===== src/inc/dtc_pkg.sv =====
package dtc_pkg;

    // Machine cycle phases, four clocks per machine cycle
    localparam logic [1:0] PH_C1 = 2'h0;
    localparam logic [1:0] PH_C3 = 2'h2;
    localparam logic [1:0] PH_C4 = 2'h3;

    // Machine cycles per tick at the compatible divide-by-twelve rate
    localparam logic [1:0] MC_PER_COMPAT_TICK = 2'h3;

    // Byte addresses of the registers
    localparam logic [7:0] OFS_LOW0  = 8'h00;  // count_low_byte, timer 0
    localparam logic [7:0] OFS_HIGH0 = 8'h04;  // count_high_byte, timer 0
    localparam logic [7:0] OFS_LOW1  = 8'h08;  // count_low_byte, timer 1
    localparam logic [7:0] OFS_HIGH1 = 8'h0c;  // count_high_byte, timer 1
    localparam logic [7:0] OFS_TIMER_MODE_REGISTER  = 8'h10;  // timer_mode_register
    localparam logic [7:0] OFS_TIMER_CONTROL_REGISTER  = 8'h14;  // timer_control_register
    localparam logic [7:0] OFS_CLOCK_CONTROL_REGISTER = 8'h18;  // clock_control_register
    localparam logic [7:0] OFS_IEN   = 8'h1c;  // interrupt enable register

    // Field positions
    localparam int unsigned TIMER_MODE_REGISTER_T1_LSB = 4;  // Timer 1 nibble of mode register
    localparam int unsigned TIMER_MODE_REGISTER_FUNC0  = 2;  // Function select, timer 0
    localparam int unsigned TIMER_MODE_REGISTER_FUNC1  = 6;  // Function select, timer 1
    localparam int unsigned TIMER_CONTROL_REGISTER_RUN0   = 4;  // run_control, timer 0
    localparam int unsigned TIMER_CONTROL_REGISTER_OVF0   = 5;  // overflow_flag, timer 0
    localparam int unsigned TIMER_CONTROL_REGISTER_RUN1   = 6;  // run_control, timer 1
    localparam int unsigned TIMER_CONTROL_REGISTER_OVF1   = 7;  // overflow_flag, timer 1
    localparam int unsigned CLOCK_CONTROL_REGISTER_TB0   = 3;  // timer0_turbo_select
    localparam int unsigned CLOCK_CONTROL_REGISTER_TB1   = 4;  // timer1_turbo_select

    // Reset values
    localparam logic [7:0] RST_BYTE = 8'h00;
    localparam logic [1:0] RST_PAIR = 2'h0;

    // Mode 0 prescale width inside the low byte
    localparam int unsigned PRESCALE_W = 5;
    localparam logic [1:0]  MODE_13BIT = 2'h0;

    // Bus responses
    localparam logic [1:0] RESP_OKAY   = 2'h0;
    localparam logic [1:0] RESP_SLVERR = 2'h2;

    // One timer nibble of the mode register
    typedef struct packed {
        logic       gate;             // Gate counting by external_gate_pin
        logic       count_func;       // 1 counts pin edges, 0 machine clocks
        logic       mode_field_high;  // Mode select high bit
        logic       mode_field_low;   // Mode select low bit
    } dtc_tmode_type;

endpackage


===== src/dtc_top.sv =====
`timescale 1ns/1ps

module dtc_top import dtc_pkg::*; #(
    parameter int unsigned ADDR_W = 8
) (
    input  wire logic              aclk,               // System clock, 10 MHz
    input  wire logic              aresetn,            // Sync reset, active low
    input  wire logic [ADDR_W-1:0] s_axi_awaddr,       // Write address
    input  wire logic              s_axi_awvalid,      // Write address valid
    output logic                   s_axi_awready,      // Write address ready
    input  wire logic [31:0]       s_axi_wdata,        // Write data
    input  wire logic [3:0]        s_axi_wstrb,        // Write strobes
    input  wire logic              s_axi_wvalid,       // Write data valid
    output logic                   s_axi_wready,       // Write data ready
    output logic [1:0]             s_axi_bresp,        // Write response
    output logic                   s_axi_bvalid,       // Write response valid
    input  wire logic              s_axi_bready,       // Write response ready
    input  wire logic [ADDR_W-1:0] s_axi_araddr,       // Read address
    input  wire logic              s_axi_arvalid,      // Read address valid
    output logic                   s_axi_arready,      // Read address ready
    output logic [31:0]            s_axi_rdata,        // Read data
    output logic [1:0]             s_axi_rresp,        // Read response
    output logic                   s_axi_rvalid,       // Read data valid
    input  wire logic              s_axi_rready,       // Read data ready
    input  wire logic              count_pin_zero,     // Timer 0 count pin
    input  wire logic              count_pin_one,      // Timer 1 count pin
    input  wire logic [1:0]        external_gate_pin,  // Gate pins, per timer
    input  wire logic [1:0]        irq_ack,            // Vectoring acknowledge
    output logic      [1:0]        timer_irq           // Interrupt requests
);

    // Pin synchronisers: {gate1, gate0, count1, count0}
    logic [3:0] pin_meta_reg;  // First stage
    logic [3:0] pin_sync_reg;  // Second stage

    // Machine cycle timing
    logic [1:0] phase_reg;   // Phase within machine cycle
    logic [1:0] mc_cnt_reg;  // Machine cycles for compatible rate

    // Software state
    logic [7:0] tmode_reg;  // timer_mode_register
    logic [1:0] run_reg;    // run_control bits
    logic [1:0] ovf_reg;    // overflow_flag bits
    logic [1:0] turbo_reg;  // Turbo select bits
    logic [1:0] ien_reg;    // Interrupt enables

    // Per timer decode
    dtc_tmode_type tm [2];           // Mode nibble per timer
    logic [1:0]    samp_reg;         // Last C4 pin sample
    logic [1:0]    edge_reg;         // Falling edge seen last C4
    logic [1:0]    tick;             // Machine clock tick
    logic [1:0]    enable;           // Run and gate allow counting
    logic [1:0]    cnt_event;        // Event to counter
    logic [1:0]    ovf_hit;          // Counter wraps now
    logic [1:0]    wr_low;           // Low byte write pulse
    logic [1:0]    wr_high;          // High byte write pulse
    logic [7:0]    cnt_low  [2];     // Low bytes
    logic [7:0]    cnt_high [2];     // High bytes

    // Bus slave state
    logic              aw_got_reg;    // Write address held
    logic              w_got_reg;     // Write data held
    logic [ADDR_W-1:0] awaddr_reg;    // Held write address
    logic [7:0]        wdata_reg;     // Held write byte
    logic              wstrb0_reg;    // Held lane 0 strobe
    logic              do_write;      // Commit write now
    logic              wr_hit;        // Write address mapped
    logic [7:0]        rd_byte;       // Read mux result
    logic              rd_hit;        // Read address mapped
    logic              wr_tmode;      // Mode register write
    logic              wr_timer_control_register;       // Control register write
    logic              wr_clock_control_register;      // Clock control write
    logic              wr_ien;        // Interrupt enable write

    // Two flops on every pin before use
    always_ff @(posedge aclk) begin
        if (!aresetn) begin
            pin_meta_reg <= 4'h0;
            pin_sync_reg <= 4'h0;
        end else begin
            pin_meta_reg <= {external_gate_pin, count_pin_one, count_pin_zero};
            pin_sync_reg <= pin_meta_reg;
        end
    end

    // Machine cycle phase and compatible-rate divider
    always_ff @(posedge aclk) begin
        if (!aresetn) begin
            phase_reg  <= PH_C1;
            mc_cnt_reg <= RST_PAIR;
        end else begin
            phase_reg <= phase_reg + 2'h1;
            if (phase_reg == PH_C4) begin
                // Wrap after three machine cycles
                if (mc_cnt_reg == MC_PER_COMPAT_TICK - 2'h1) begin
                    mc_cnt_reg <= RST_PAIR;
                end else begin
                    mc_cnt_reg <= mc_cnt_reg + 2'h1;
                end
            end
        end
    end

    // Two independent timers
    generate
        for (genvar i = 0; i < 2; i++) begin : g_tmr
            // Mode nibble, function bit lands on bit 2 or 6
            assign tm[i] = tmode_reg[i*TIMER_MODE_REGISTER_T1_LSB +: TIMER_MODE_REGISTER_T1_LSB];

            // Every C3 in turbo, every third C3 otherwise
            assign tick[i] = (phase_reg == PH_C3)
                             && (turbo_reg[i] || mc_cnt_reg == RST_PAIR);

            // Run bit and gate pin
            assign enable[i] = run_reg[i]
                               && (!tm[i].gate || pin_sync_reg[2+i]);

            // Edge events counted at C3 of the following machine cycle
            assign cnt_event[i] = enable[i] && (tm[i].count_func
                                  ? (phase_reg == PH_C3 && edge_reg[i])
                                  : tick[i]);

            // Write pulses for this timer's bytes
            assign wr_low[i]  = do_write
                && awaddr_reg == ADDR_W'(i == 0 ? OFS_LOW0 : OFS_LOW1);
            assign wr_high[i] = do_write
                && awaddr_reg == ADDR_W'(i == 0 ? OFS_HIGH0 : OFS_HIGH1);

            // Pin sampled once a machine cycle at C4; slow sources assumed
            always_ff @(posedge aclk) begin
                if (!aresetn) begin
                    samp_reg[i] <= 1'b0;
                    edge_reg[i] <= 1'b0;
                end else if (phase_reg == PH_C4) begin
                    samp_reg[i] <= pin_sync_reg[i];
                    edge_reg[i] <= samp_reg[i] && !pin_sync_reg[i];
                end
            end

            // Count register pair, mode field picks width
            dtc_counter #(
                .BYTE_W (8)
            ) u_cnt (
                .aclk            (aclk),
                .aresetn         (aresetn),
                .count_event     (cnt_event[i]),
                .mode13          ({tm[i].mode_field_high, tm[i].mode_field_low}
                                  == MODE_13BIT),
                .wr_low          (wr_low[i] && wstrb0_reg),
                .wr_high         (wr_high[i] && wstrb0_reg),
                .wdata           (wdata_reg),
                .count_low_byte  (cnt_low[i]),
                .count_high_byte (cnt_high[i]),
                .overflow_hit    (ovf_hit[i])
            );
        end
    endgenerate

    // Register write decode
    always_comb begin
        wr_tmode = do_write && wstrb0_reg && awaddr_reg == ADDR_W'(OFS_TIMER_MODE_REGISTER);
        wr_timer_control_register  = do_write && wstrb0_reg && awaddr_reg == ADDR_W'(OFS_TIMER_CONTROL_REGISTER);
        wr_clock_control_register = do_write && wstrb0_reg && awaddr_reg == ADDR_W'(OFS_CLOCK_CONTROL_REGISTER);
        wr_ien   = do_write && wstrb0_reg && awaddr_reg == ADDR_W'(OFS_IEN);
        wr_hit   = wr_tmode || wr_timer_control_register || wr_clock_control_register || wr_ien
                   || (|wr_low) || (|wr_high) || (do_write && !wstrb0_reg);
    end

    // Mode, run, turbo and enable registers
    always_ff @(posedge aclk) begin
        if (!aresetn) begin
            tmode_reg <= RST_BYTE;
            run_reg   <= RST_PAIR;
            turbo_reg <= RST_PAIR;
            ien_reg   <= RST_PAIR;
        end else begin
            if (wr_tmode) begin
                tmode_reg <= wdata_reg;
            end
            if (wr_timer_control_register) begin
                run_reg <= {wdata_reg[TIMER_CONTROL_REGISTER_RUN1], wdata_reg[TIMER_CONTROL_REGISTER_RUN0]};
            end
            if (wr_clock_control_register) begin
                turbo_reg <= {wdata_reg[CLOCK_CONTROL_REGISTER_TB1], wdata_reg[CLOCK_CONTROL_REGISTER_TB0]};
            end
            if (wr_ien) begin
                ien_reg <= wdata_reg[1:0];
            end
        end
    end

    // Overflow flags: hardware set beats any clear
    always_ff @(posedge aclk) begin
        if (!aresetn) begin
            ovf_reg <= RST_PAIR;
        end else begin
            for (int i = 0; i < 2; i++) begin
                if (ovf_hit[i]) begin
                    ovf_reg[i] <= 1'b1;
                end else if (irq_ack[i]) begin
                    ovf_reg[i] <= 1'b0;
                end else if (wr_timer_control_register) begin
                    ovf_reg[i] <= wdata_reg[i == 0 ? TIMER_CONTROL_REGISTER_OVF0 : TIMER_CONTROL_REGISTER_OVF1];
                end
            end
        end
    end

    // Interrupt requests from flag and enable
    always_ff @(posedge aclk) begin
        if (!aresetn) begin
            timer_irq <= RST_PAIR;
        end else begin
            timer_irq <= ovf_reg & ien_reg;
        end
    end

    // Write channel capture, either order
    assign do_write = aw_got_reg && w_got_reg && !s_axi_bvalid;

    always_ff @(posedge aclk) begin
        if (!aresetn) begin
            aw_got_reg    <= 1'b0;
            s_axi_awready <= 1'b0;
            awaddr_reg    <= '0;
        end else if (s_axi_awvalid && s_axi_awready) begin
            aw_got_reg    <= 1'b1;
            s_axi_awready <= 1'b0;
            awaddr_reg    <= s_axi_awaddr;
        end else begin
            if (do_write) begin
                aw_got_reg <= 1'b0;
            end
            // Ready again once idle
            s_axi_awready <= !aw_got_reg && !s_axi_bvalid;
        end
    end

    // Write data capture
    always_ff @(posedge aclk) begin
        if (!aresetn) begin
            w_got_reg    <= 1'b0;
            s_axi_wready <= 1'b0;
            wdata_reg    <= RST_BYTE;
            wstrb0_reg   <= 1'b0;
        end else if (s_axi_wvalid && s_axi_wready) begin
            w_got_reg    <= 1'b1;
            s_axi_wready <= 1'b0;
            wdata_reg    <= s_axi_wdata[7:0];
            wstrb0_reg   <= s_axi_wstrb[0];
        end else begin
            if (do_write) begin
                w_got_reg <= 1'b0;
            end
            s_axi_wready <= !w_got_reg && !s_axi_bvalid;
        end
    end

    // Write response, error on unmapped address when lane 0 strobe is set
    always_ff @(posedge aclk) begin
        if (!aresetn) begin
            s_axi_bvalid <= 1'b0;
            s_axi_bresp  <= RESP_OKAY;
        end else if (do_write) begin
            s_axi_bvalid <= 1'b1;
            s_axi_bresp  <= wr_hit ? RESP_OKAY : RESP_SLVERR;
        end else if (s_axi_bready) begin
            s_axi_bvalid <= 1'b0;
        end
    end

    // Read mux over all registers
    always_comb begin
        rd_hit  = 1'b1;
        rd_byte = RST_BYTE;
        case (s_axi_araddr)
            ADDR_W'(OFS_LOW0):  rd_byte = cnt_low[0];
            ADDR_W'(OFS_HIGH0): rd_byte = cnt_high[0];
            ADDR_W'(OFS_LOW1):  rd_byte = cnt_low[1];
            ADDR_W'(OFS_HIGH1): rd_byte = cnt_high[1];
            ADDR_W'(OFS_TIMER_MODE_REGISTER):  rd_byte = tmode_reg;
            ADDR_W'(OFS_TIMER_CONTROL_REGISTER):  rd_byte = {ovf_reg[1], run_reg[1], ovf_reg[0],
                                           run_reg[0], 4'h0};
            ADDR_W'(OFS_CLOCK_CONTROL_REGISTER): rd_byte = {3'h0, turbo_reg, 3'h0};
            ADDR_W'(OFS_IEN):   rd_byte = {6'h00, ien_reg};
            default:            rd_hit  = 1'b0;
        endcase
    end

    // Read channel, data captured with the address
    always_ff @(posedge aclk) begin
        if (!aresetn) begin
            s_axi_arready <= 1'b0;
            s_axi_rvalid  <= 1'b0;
            s_axi_rdata   <= 32'h0000_0000;
            s_axi_rresp   <= RESP_OKAY;
        end else if (s_axi_arvalid && s_axi_arready) begin
            s_axi_arready <= 1'b0;
            s_axi_rvalid  <= 1'b1;
            s_axi_rdata   <= {24'h00_0000, rd_byte};
            s_axi_rresp   <= rd_hit ? RESP_OKAY : RESP_SLVERR;
        end else begin
            if (s_axi_rready) begin
                s_axi_rvalid <= 1'b0;
            end
            s_axi_arready <= !s_axi_rvalid;
        end
    end
endmodule


===== src/dtc_counter.sv =====
`timescale 1ns/1ps

// One count register pair with mode 0 prescale and overflow detect
module dtc_counter import dtc_pkg::*; #(
    parameter int unsigned BYTE_W = 8
) (
    input  wire logic              aclk,             // System clock
    input  wire logic              aresetn,          // Sync reset, active low
    input  wire logic              count_event,      // One counted event
    input  wire logic              mode13,           // 13-bit mode selected
    input  wire logic              wr_low,           // Software writes low byte
    input  wire logic              wr_high,          // Software writes high byte
    input  wire logic [BYTE_W-1:0] wdata,            // Write data
    output logic      [BYTE_W-1:0] count_low_byte,   // Low byte
    output logic      [BYTE_W-1:0] count_high_byte,  // High byte
    output logic                   overflow_hit      // Count rolls over now
);

    localparam logic [BYTE_W-1:0]     ONE_B = 1;  // Byte increment
    localparam logic [PRESCALE_W-1:0] ONE_P = 1;  // Prescale increment

    logic low_carry;  // Low part about to wrap

    // Carry out of the low part, 5 or 8 bits wide
    always_comb begin
        if (mode13) begin
            low_carry = &count_low_byte[PRESCALE_W-1:0];
        end else begin
            low_carry = &count_low_byte;
        end
        overflow_hit = count_event && !wr_high && low_carry
                       && (&count_high_byte);
    end

    // Low byte, write wins over counting
    always_ff @(posedge aclk) begin
        if (!aresetn) begin
            count_low_byte <= RST_BYTE;
        end else if (wr_low) begin
            count_low_byte <= wdata;
        end else if (count_event && mode13) begin
            // Upper three bits left untouched
            count_low_byte[PRESCALE_W-1:0] <=
                count_low_byte[PRESCALE_W-1:0] + ONE_P;
        end else if (count_event) begin
            count_low_byte <= count_low_byte + ONE_B;
        end
    end

    // High byte steps on each carry out of the low part
    always_ff @(posedge aclk) begin
        if (!aresetn) begin
            count_high_byte <= RST_BYTE;
        end else if (wr_high) begin
            count_high_byte <= wdata;
        end else if (count_event && low_carry) begin
            count_high_byte <= count_high_byte + ONE_B;
        end
    end

endmodule


===== config.mk =====
export PLATFORM = sky130hd
export DESIGN_NAME = dtc_top
export DESIGN_NICKNAME = d
export VERILOG_FILES = /design/src/inc/dtc_pkg.sv /design/src/dtc_top.sv /design/src/dtc_counter.sv
export SDC_FILE = /design/constraint.sdc
export NUM_CORES = 1
export LEC_CHECK = 0
export BUFFER_PORTS_ARGS = -buffer_cell sky130_fd_sc_hd__buf_2
export CAP_MARGIN = 0
export CORE_MARGIN = 3
export CORE_UTILIZATION = 54
export CTS_CLUSTER_DIAMETER = 200
export DETAILED_ROUTE_END_ITERATION = 8
export GPL_TIMING_DRIVEN = 1
export PLACE_DENSITY = 0.91
export RECOVER_POWER = 100
export SLEW_MARGIN = 20
export SYNTH_ARGS = -nofsm -noshare
export SYNTH_HDL_FRONTEND = slang
export SYNTH_SLANG_ARGS = --single-unit

===== constraint.sdc =====
create_clock -name aclk -period 2.35 [get_ports aclk]
set_input_delay 0 -clock aclk [delete_from_list [all_inputs] [get_ports aclk]]
set_output_delay 0 -clock aclk [all_outputs]
set_load 0.005 [all_outputs]

Word-level counts from Yosys, hierarchy flattened --
Cells that the tools add are included.
Word-level totals: bits in registers 102, input port bits 65, output and inout port bits 43, logic and storage cells 190
Operators by class: add/sub/neg operators 8, eq/ne operators 19, muxes and demuxes 34, bitwise gates (word level) 2, reduce and logical (&&, ||, !) cells 93
Operators with widths (number):
- 8-bit by 5-bit == test with 1-bit output (second input constant) | 8
- 8-bit two-way mux | 8
- 8-bit one-hot mux with 8 select lines | 1
- 1-bit logical AND | 41
- 8-bit by 1-bit adder with 8-bit output (second input constant) | 4
- 8-bit by 4-bit == test with 1-bit output (second input constant) | 4
- 8-bit AND reduction | 4
- 1-bit two-way mux | 18
- 8-bit by 3-bit == test with 1-bit output (second input constant) | 2
- 8-bit logical NOT | 2
- 2-bit nonzero test | 8
- 3-bit nonzero test | 4
- 1-bit logical NOT | 11
- 5-bit by 1-bit adder with 5-bit output (second input constant) | 2
- 1-bit logical OR | 10
- 5-bit two-way mux | 2
- 5-bit AND reduction | 2
- 2-bit OR reduction | 5
- 8-bit OR reduction | 1
- 2-bit == test (second input constant) | 3
- 2-bit logical NOT | 3
- 2-bit two-way mux | 3
- 3-bit two-way mux | 2
- 2-bit by 1-bit adder with 2-bit output (second input constant) | 2
- other kinds (4) | 6

Longest topological paths before layout --
word-level depth 11, gate-level depth with buffers 8, gate-level depth less buffers 8

Modules after synthesis --
From an unflattened synthesis, not the netlist that was laid out.
Unflattened totals: cells, all modules 587, area, all modules 4977.3 um^2
By module, submodules not included:
- dtc_top | instances 1, cells each 363, area each 3163.0 um^2, seq. area each 1361.3 um^2
- dtc_counter | instances 2, cells each 112, area each 907.1 um^2, seq. area each 320.3 um^2

Least setup slack after synthesis --
OpenSTA, ideal clock, no wires.
path type register -> register, start point register awaddr_reg[1], end point register ovf_reg[1], library setup time 87 ps, arrival time 1735 ps, data required time 2263 ps, slack 527 ps, cell stages (with the launch flop) 6, path buffers 0, period minus slack after synthesis 1823 ps, cells stage by stage dfxtp_1 or4_4 nor4_4 mux2i_1 or3_1 o31ai_1
On the way: longest elaborated chain between the ends 8, elaborated cells between the ends (all ways) 11, those cells by class eq/ne (2); mux (1); reduce/logical (8)
RTL lines:
- start, declared | line dtc_top.sv:63 | logic [ADDR_W-1:0] awaddr_reg;
- start signal, assigned | line dtc_top.sv:229 | awaddr_reg <= s_axi_awaddr;
- 8-bit by 4-bit == test with 1-bit output | line dtc_top.sv:127 | && awaddr_reg == ADDR_W'(i == 0 ? OFS_HIGH0 : OFS_HIGH1);
- 1-bit logical AND | line dtc_top.sv:127
- 1-bit logical AND | line dtc_top.sv:150 | .wr_high (wr_high[i] && wstrb0_reg),
- 1-bit logical NOT | line dtc_counter.sv:31 | overflow_hit = count_event && !wr_high && low_carry
- 1-bit logical AND (2 in series) | line dtc_counter.sv:31
- 1-bit logical AND | line dtc_counter.sv:32 | && (&count_high_byte);
- 3-bit nonzero test (no line) or 1-bit two-way mux (tied branches)
- end signal, assigned by index | line dtc_top.sv:203 | ovf_reg[i] <= wdata_reg[i == 0 ? TIMER_CONTROL_REGISTER_OVF0 : TIMER_CONTROL_REGISTER_OVF1];
- end, declared | line dtc_top.sv:43 | logic [1:0] ovf_reg;
Several ways; a longest one is shown, not always the timed one. A chain may end at the register's enable or synchronous reset.

Worst setup path after layout --
start point register g_tmr[1].u_cnt.count_low_byte[1], end point register g_tmr[1].u_cnt.count_high_byte[6]
On the way: longest elaborated chain between the ends 4, elaborated cells between the ends (all ways) 5, those cells by class mux (1); reduce/logical (4)
RTL lines:
- start, declared | line dtc_counter.sv:14 | output logic [BYTE_W-1:0] count_low_byte,
- start signal, assigned | line dtc_counter.sv:40 | count_low_byte <= wdata;
- start signal, assigned by index | line dtc_counter.sv:43 | count_low_byte[PRESCALE_W-1:0] <=
- start signal, assigned | line dtc_counter.sv:46 | count_low_byte <= count_low_byte + ONE_B;
- 8-bit AND reduction or 5-bit AND reduction (tied branches) | line dtc_counter.sv:29, dtc_counter.sv:27
- 1-bit two-way mux (*) | line dtc_counter.sv:26 | if (mode13) begin
- 1-bit logical AND (*) | line dtc_counter.sv:56 | end else if (count_event && low_carry) begin
- 2-bit nonzero test (no line) (*)
- end signal, assigned | line dtc_counter.sv:55 | count_high_byte <= wdata;
- end signal, assigned | line dtc_counter.sv:57 | count_high_byte <= count_high_byte + ONE_B;
- end, declared | line dtc_counter.sv:15 | output logic [BYTE_W-1:0] count_high_byte,
Mark *: on every way between the ends. The rest lies on a longest branch, timed or not.

==> results by group <==
Status
  • Status: finished clean

Clock network
  • Clock latency reported for the late side of the worst-skew pair: 370 ps
  • Clock Tree Root: sky130_fd_sc_hd__clkbuf_8
  • Clock tree from TritonCTS: done
  • Clock buffer depth: 2
  • CTS H-tree lvls: 3
  • Inserted Clock Buffers: 9
  • Clock transition at the registers of the reported paths: 100 ps
  • CTS sink count: 100
  • Number of buffers inserted to repair setup after CTS: 0

Finish
  • Multi-input gate area in the final layout: 2640 µm²
  • Area taken by flip-flops and latches: 2000 µm²
  • Fin area: 5550 µm²
  • Area added between synthesis and finish: 14.3%
  • Finished Layout Cells: 733
  • Layout net count: 696
  • Registers with the most flip-flops: g_tmr.u_cnt.count_high_byte: 16 flops, g_tmr.u_cnt.count_low_byte: 16 flops
  • Final antenna diode count: 0
  • Share of layout cells above drive strength 1: 0.137
  • Most frequent cells in the layout: 100 x sky130_fd_sc_hd__dfxtp_1, 72 x sky130_fd_sc_hd__nand2_1, 51 x sky130_fd_sc_hd__buf_2, 45 x sky130_fd_sc_hd__nor2_1, 41 x sky130_fd_sc_hd__a21oi_1
  • Most common cell after layout, fill and taps aside: sky130_fd_sc_hd__dfxtp_1
  • Number of filler instances in the final layout: 663

Detailed routing
  • WL met1: 4970 µm
  • Remaining antenna violation count after routing: 0
  • Total via count in the routed design: 4,401
  • Total wirelength of the detailed-routed design: 13,100 µm
  • Routed vias/inst: 6.00
  • Detailed route wirelength on metal3: 1100 µm
  • DRC errors left: 0
  • DR top layer: met4
  • Number of violations reported at the end of detailed-routing iteration 0: 386
  • Average wire per cell in the routed design: 17.9 µm
  • Detailed route wirelength on metal2: 6520 µm
  • First-pass DRT Iterations: 5

Setup path
  • Highest net fanout along the worst path: 7
  • Cell at the slowest stage of the critical path: sky130_fd_sc_hd__dfxtp_1
  • Cells along the critical path: ha_1, and3_1, ha_1, nor3b_1, a41o_2, nand4_1, xnor2_1, a22o_1
  • Beginning of the critical path: g_tmr[1].u_cnt.count_low_byte[1]$_SDFFE_PN0P_
  • Critical R2R Launch: g_tmr[1].u_cnt.count_low_byte[1]$_SDFFE_PN0P_
  • Data arrival time of the critical path: 2470 ps
  • Max incr delay on CP: 430 ps
  • Setup crit start kind: flip-flop
  • Required time worst endpoint: 2620 ps
  • Critical path class: flip-flop to flip-flop
  • Sort of element at the end of the critical path: flip-flop
  • Library cell appearing most often on the critical path: sky130_fd_sc_hd__ha_1
  • Register-to-register setup slack: 150 ps

Power and ir drop
  • Relative contribution of combinational cells to total power: 0.078
  • Fraction of power spent switching nets: 0.267
  • Share of total power in the clock network: 0.339
  • Static Leakage: 2.24 nW
  • Cell Int Power: 0.00223 W
  • Worst vdd rail ir drop: 0.393 mV
  • Sequential Power Share: 0.583
  • Net switching power: 0.000813 W
  • Power density over the cells: 549 nW/µm²

Floorplanning
  • Width of the chip: 101 µm
  • Core outline area: 8460 µm²
  • Row count: 33
  • DIE AREA: 10,200 µm²
  • Number of top-level design ports: 108
  • Die Span Y: 101 µm
  • Initial Utilization: 0.574

Timing
  • Clock period minus final worst setup slack: 2200 ps
  • Clk_skew: 17.0 ps
  • Final hold vios: 0
  • F_max: 455 MHz
  • Actual transition at the worst max-transition pin: 933 ps
  • Total negative slack for setup checks: 0 ps
  • Portion of the clock cycle consumed by the worst path in the final layout: 0.936
  • Final Setup Violations: 0
  • Post-layout worst setup margin: 150 ps
  • Setup repair after global routing missed its margin: no
  • Number of pins with negative max-slew slack in the final report: 0
  • Remaining max-slew budget at the tightest pin: 0.378

Yosys
  • Post-Syn Area: 4860 µm²
  • Sequential cell area fraction in the yosys report: 0.412
  • Library cells used by synthesis: 59
  • Most used flip-flop cell after synthesis: sky130_fd_sc_hd__dfxtp_1
  • Synthesized area divided by synthesized cell count: 8.86 µm²
  • Synth warnings: 0
  • Ys async rst share: 0
  • Post-synth EDFFs: 0
  • Cell types occupying the most area after synthesis: sky130_fd_sc_hd__dfxtp_1 41%, sky130_fd_sc_hd__mux2i_1 6.6%, sky130_fd_sc_hd__nand2_1 5.6%, sky130_fd_sc_hd__a21oi_1 4.2%, sky130_fd_sc_hd__buf_4 4.0%
  • Top cell type by total area after synthesis: sky130_fd_sc_hd__dfxtp_1
  • Number of instances in the synthesized netlist: 548
  • Flop and latch count out of synthesis: 100
  • Post-synth top area share: 0.412

Place
  • Weighted congestion at the end of routability-driven global placement: 0.923
  • Number of placed instances, taps included: 690
  • HPWL after DPL: 8810 µm
  • Worst slack at placement: 231 ps
  • Port Buf Inserts: 54
  • Placement-stage cell area: 5110 µm²

Global routing
  • Pin count of the biggest net entering global routing: 25
  • First-pass GRT wire length: 21,000 µm
  • Total gr overflow: 0
  • Antenna violations before repair: 0
  • Total Routing Usage GR: 0.264
  • Via count of the first global-routing pass: 4,342

Hold path
  • Tightest Hold Check Type: input port to flip-flop
  • Origin of the worst min-delay path: s_axi_araddr[6]

Flow run
  • Total of max-cap violations: 0
[synthesized netlist by cell type (all sizes together), types with 3 or more instances]
cell	instances
mux2	3
a211oi	10
o21ai	23
nor3	9
nand3	15
and4	5
clkbuf	16
or3	3
a21oi	41
mux4	5
mux2i	32
buf	31
and3	12
nand2b	7
xnor2	14
a22o	3
and2	13
ha	8
xor2	11
nor2	45
dfxtp	100
nand4	7
nor4	9
nand2	72
o2bb2ai	5
inv	8
nand3b	7
nor2b	6
[path summary, 6_finish.rpt]
check,endpoint,cells after the start
max,g_tmr[1].u_cnt.count_high_byte[6]$_SDFFE_PN0P_,8
min,s_axi_rdata[3]$_SDFFE_PN0P_,5
max reg2reg,g_tmr[1].u_cnt.count_high_byte[6]$_SDFFE_PN0P_,8
min reg2reg,pin_sync_reg[0]$_SDFF_PN0_,1
[worst max-delay path, delay by kind of cell, from the launching register on]
family	cells	cell delay, ps
flops	1	430
simple gates	3	630
fa+ha+maj	2	420
xor+xnor	1	190
compound gates	2	420
[power groups by stage]
| stage | Clock, W | Sequential (W) | Combinational (W) |
|---|---|---|---|
| CTS | 0.00104 | 0.00177 | 0.000233 |
| floorplan | 0 | 0.00179 | 0.000162 |
| finish | 0.00103 | 0.00177 | 0.000238 |
| global placement | 0 | 0.00181 | 0.000189 |
| global route | 0.00112 | 0.00178 | 0.000261 |
| detailed placement | 0 | 0.00181 | 0.000198 |
[cells by family (layout without fill, tap and decap cells)]
group	count (synthesis)	count (layout)	share of synthesized area
fa+ha+maj	8	8	0.0206
xor+xnor	25	25	0.0451
flops	100	100	0.412
buf+inv	55	110	0.0634
compound gates	100	100	0.129
other cells	1	26	0.000772
mux	40	40	0.0961
simple gates	219	219	0.233
[per-stage QoR]
stage,util,hold WS [ps],power (W)
final,0.656,54.5,0.00305
after global routing,0.656,86.2,0.00316
after CTS,0.657,54.7,0.00305
after detailed placement,0.604,208,0.00201
after global placement,0.604,206,0.00200
after floorplan,-,127,0.00196
[per-layer routing]
metal  track usage  vias to the layer above
li1              -                     2036
met1         0.313                     2054
met2         0.446                      255
met3        0.0595                       56
met4         0.136                        0
met5             0                        -
[final cells by class]
class,instances,share of cell area
flip-flops and latches,100,0.361
inverters,8,0.00541
repair buffers,86,0.102
clock buffers,9,0.0223
multi-input cells,418,0.476
well taps,105,0.0237
clock inverters,7,0.0101
[timing repair]
action / CTS / global route
gates resized for setup: 0 / 1
hold buffers: 27 / 0
endpoints found under the hold margin: 27 / 0
endpoints found under the setup margin: 0 / 1
Power figures use the tool's default switching activity.
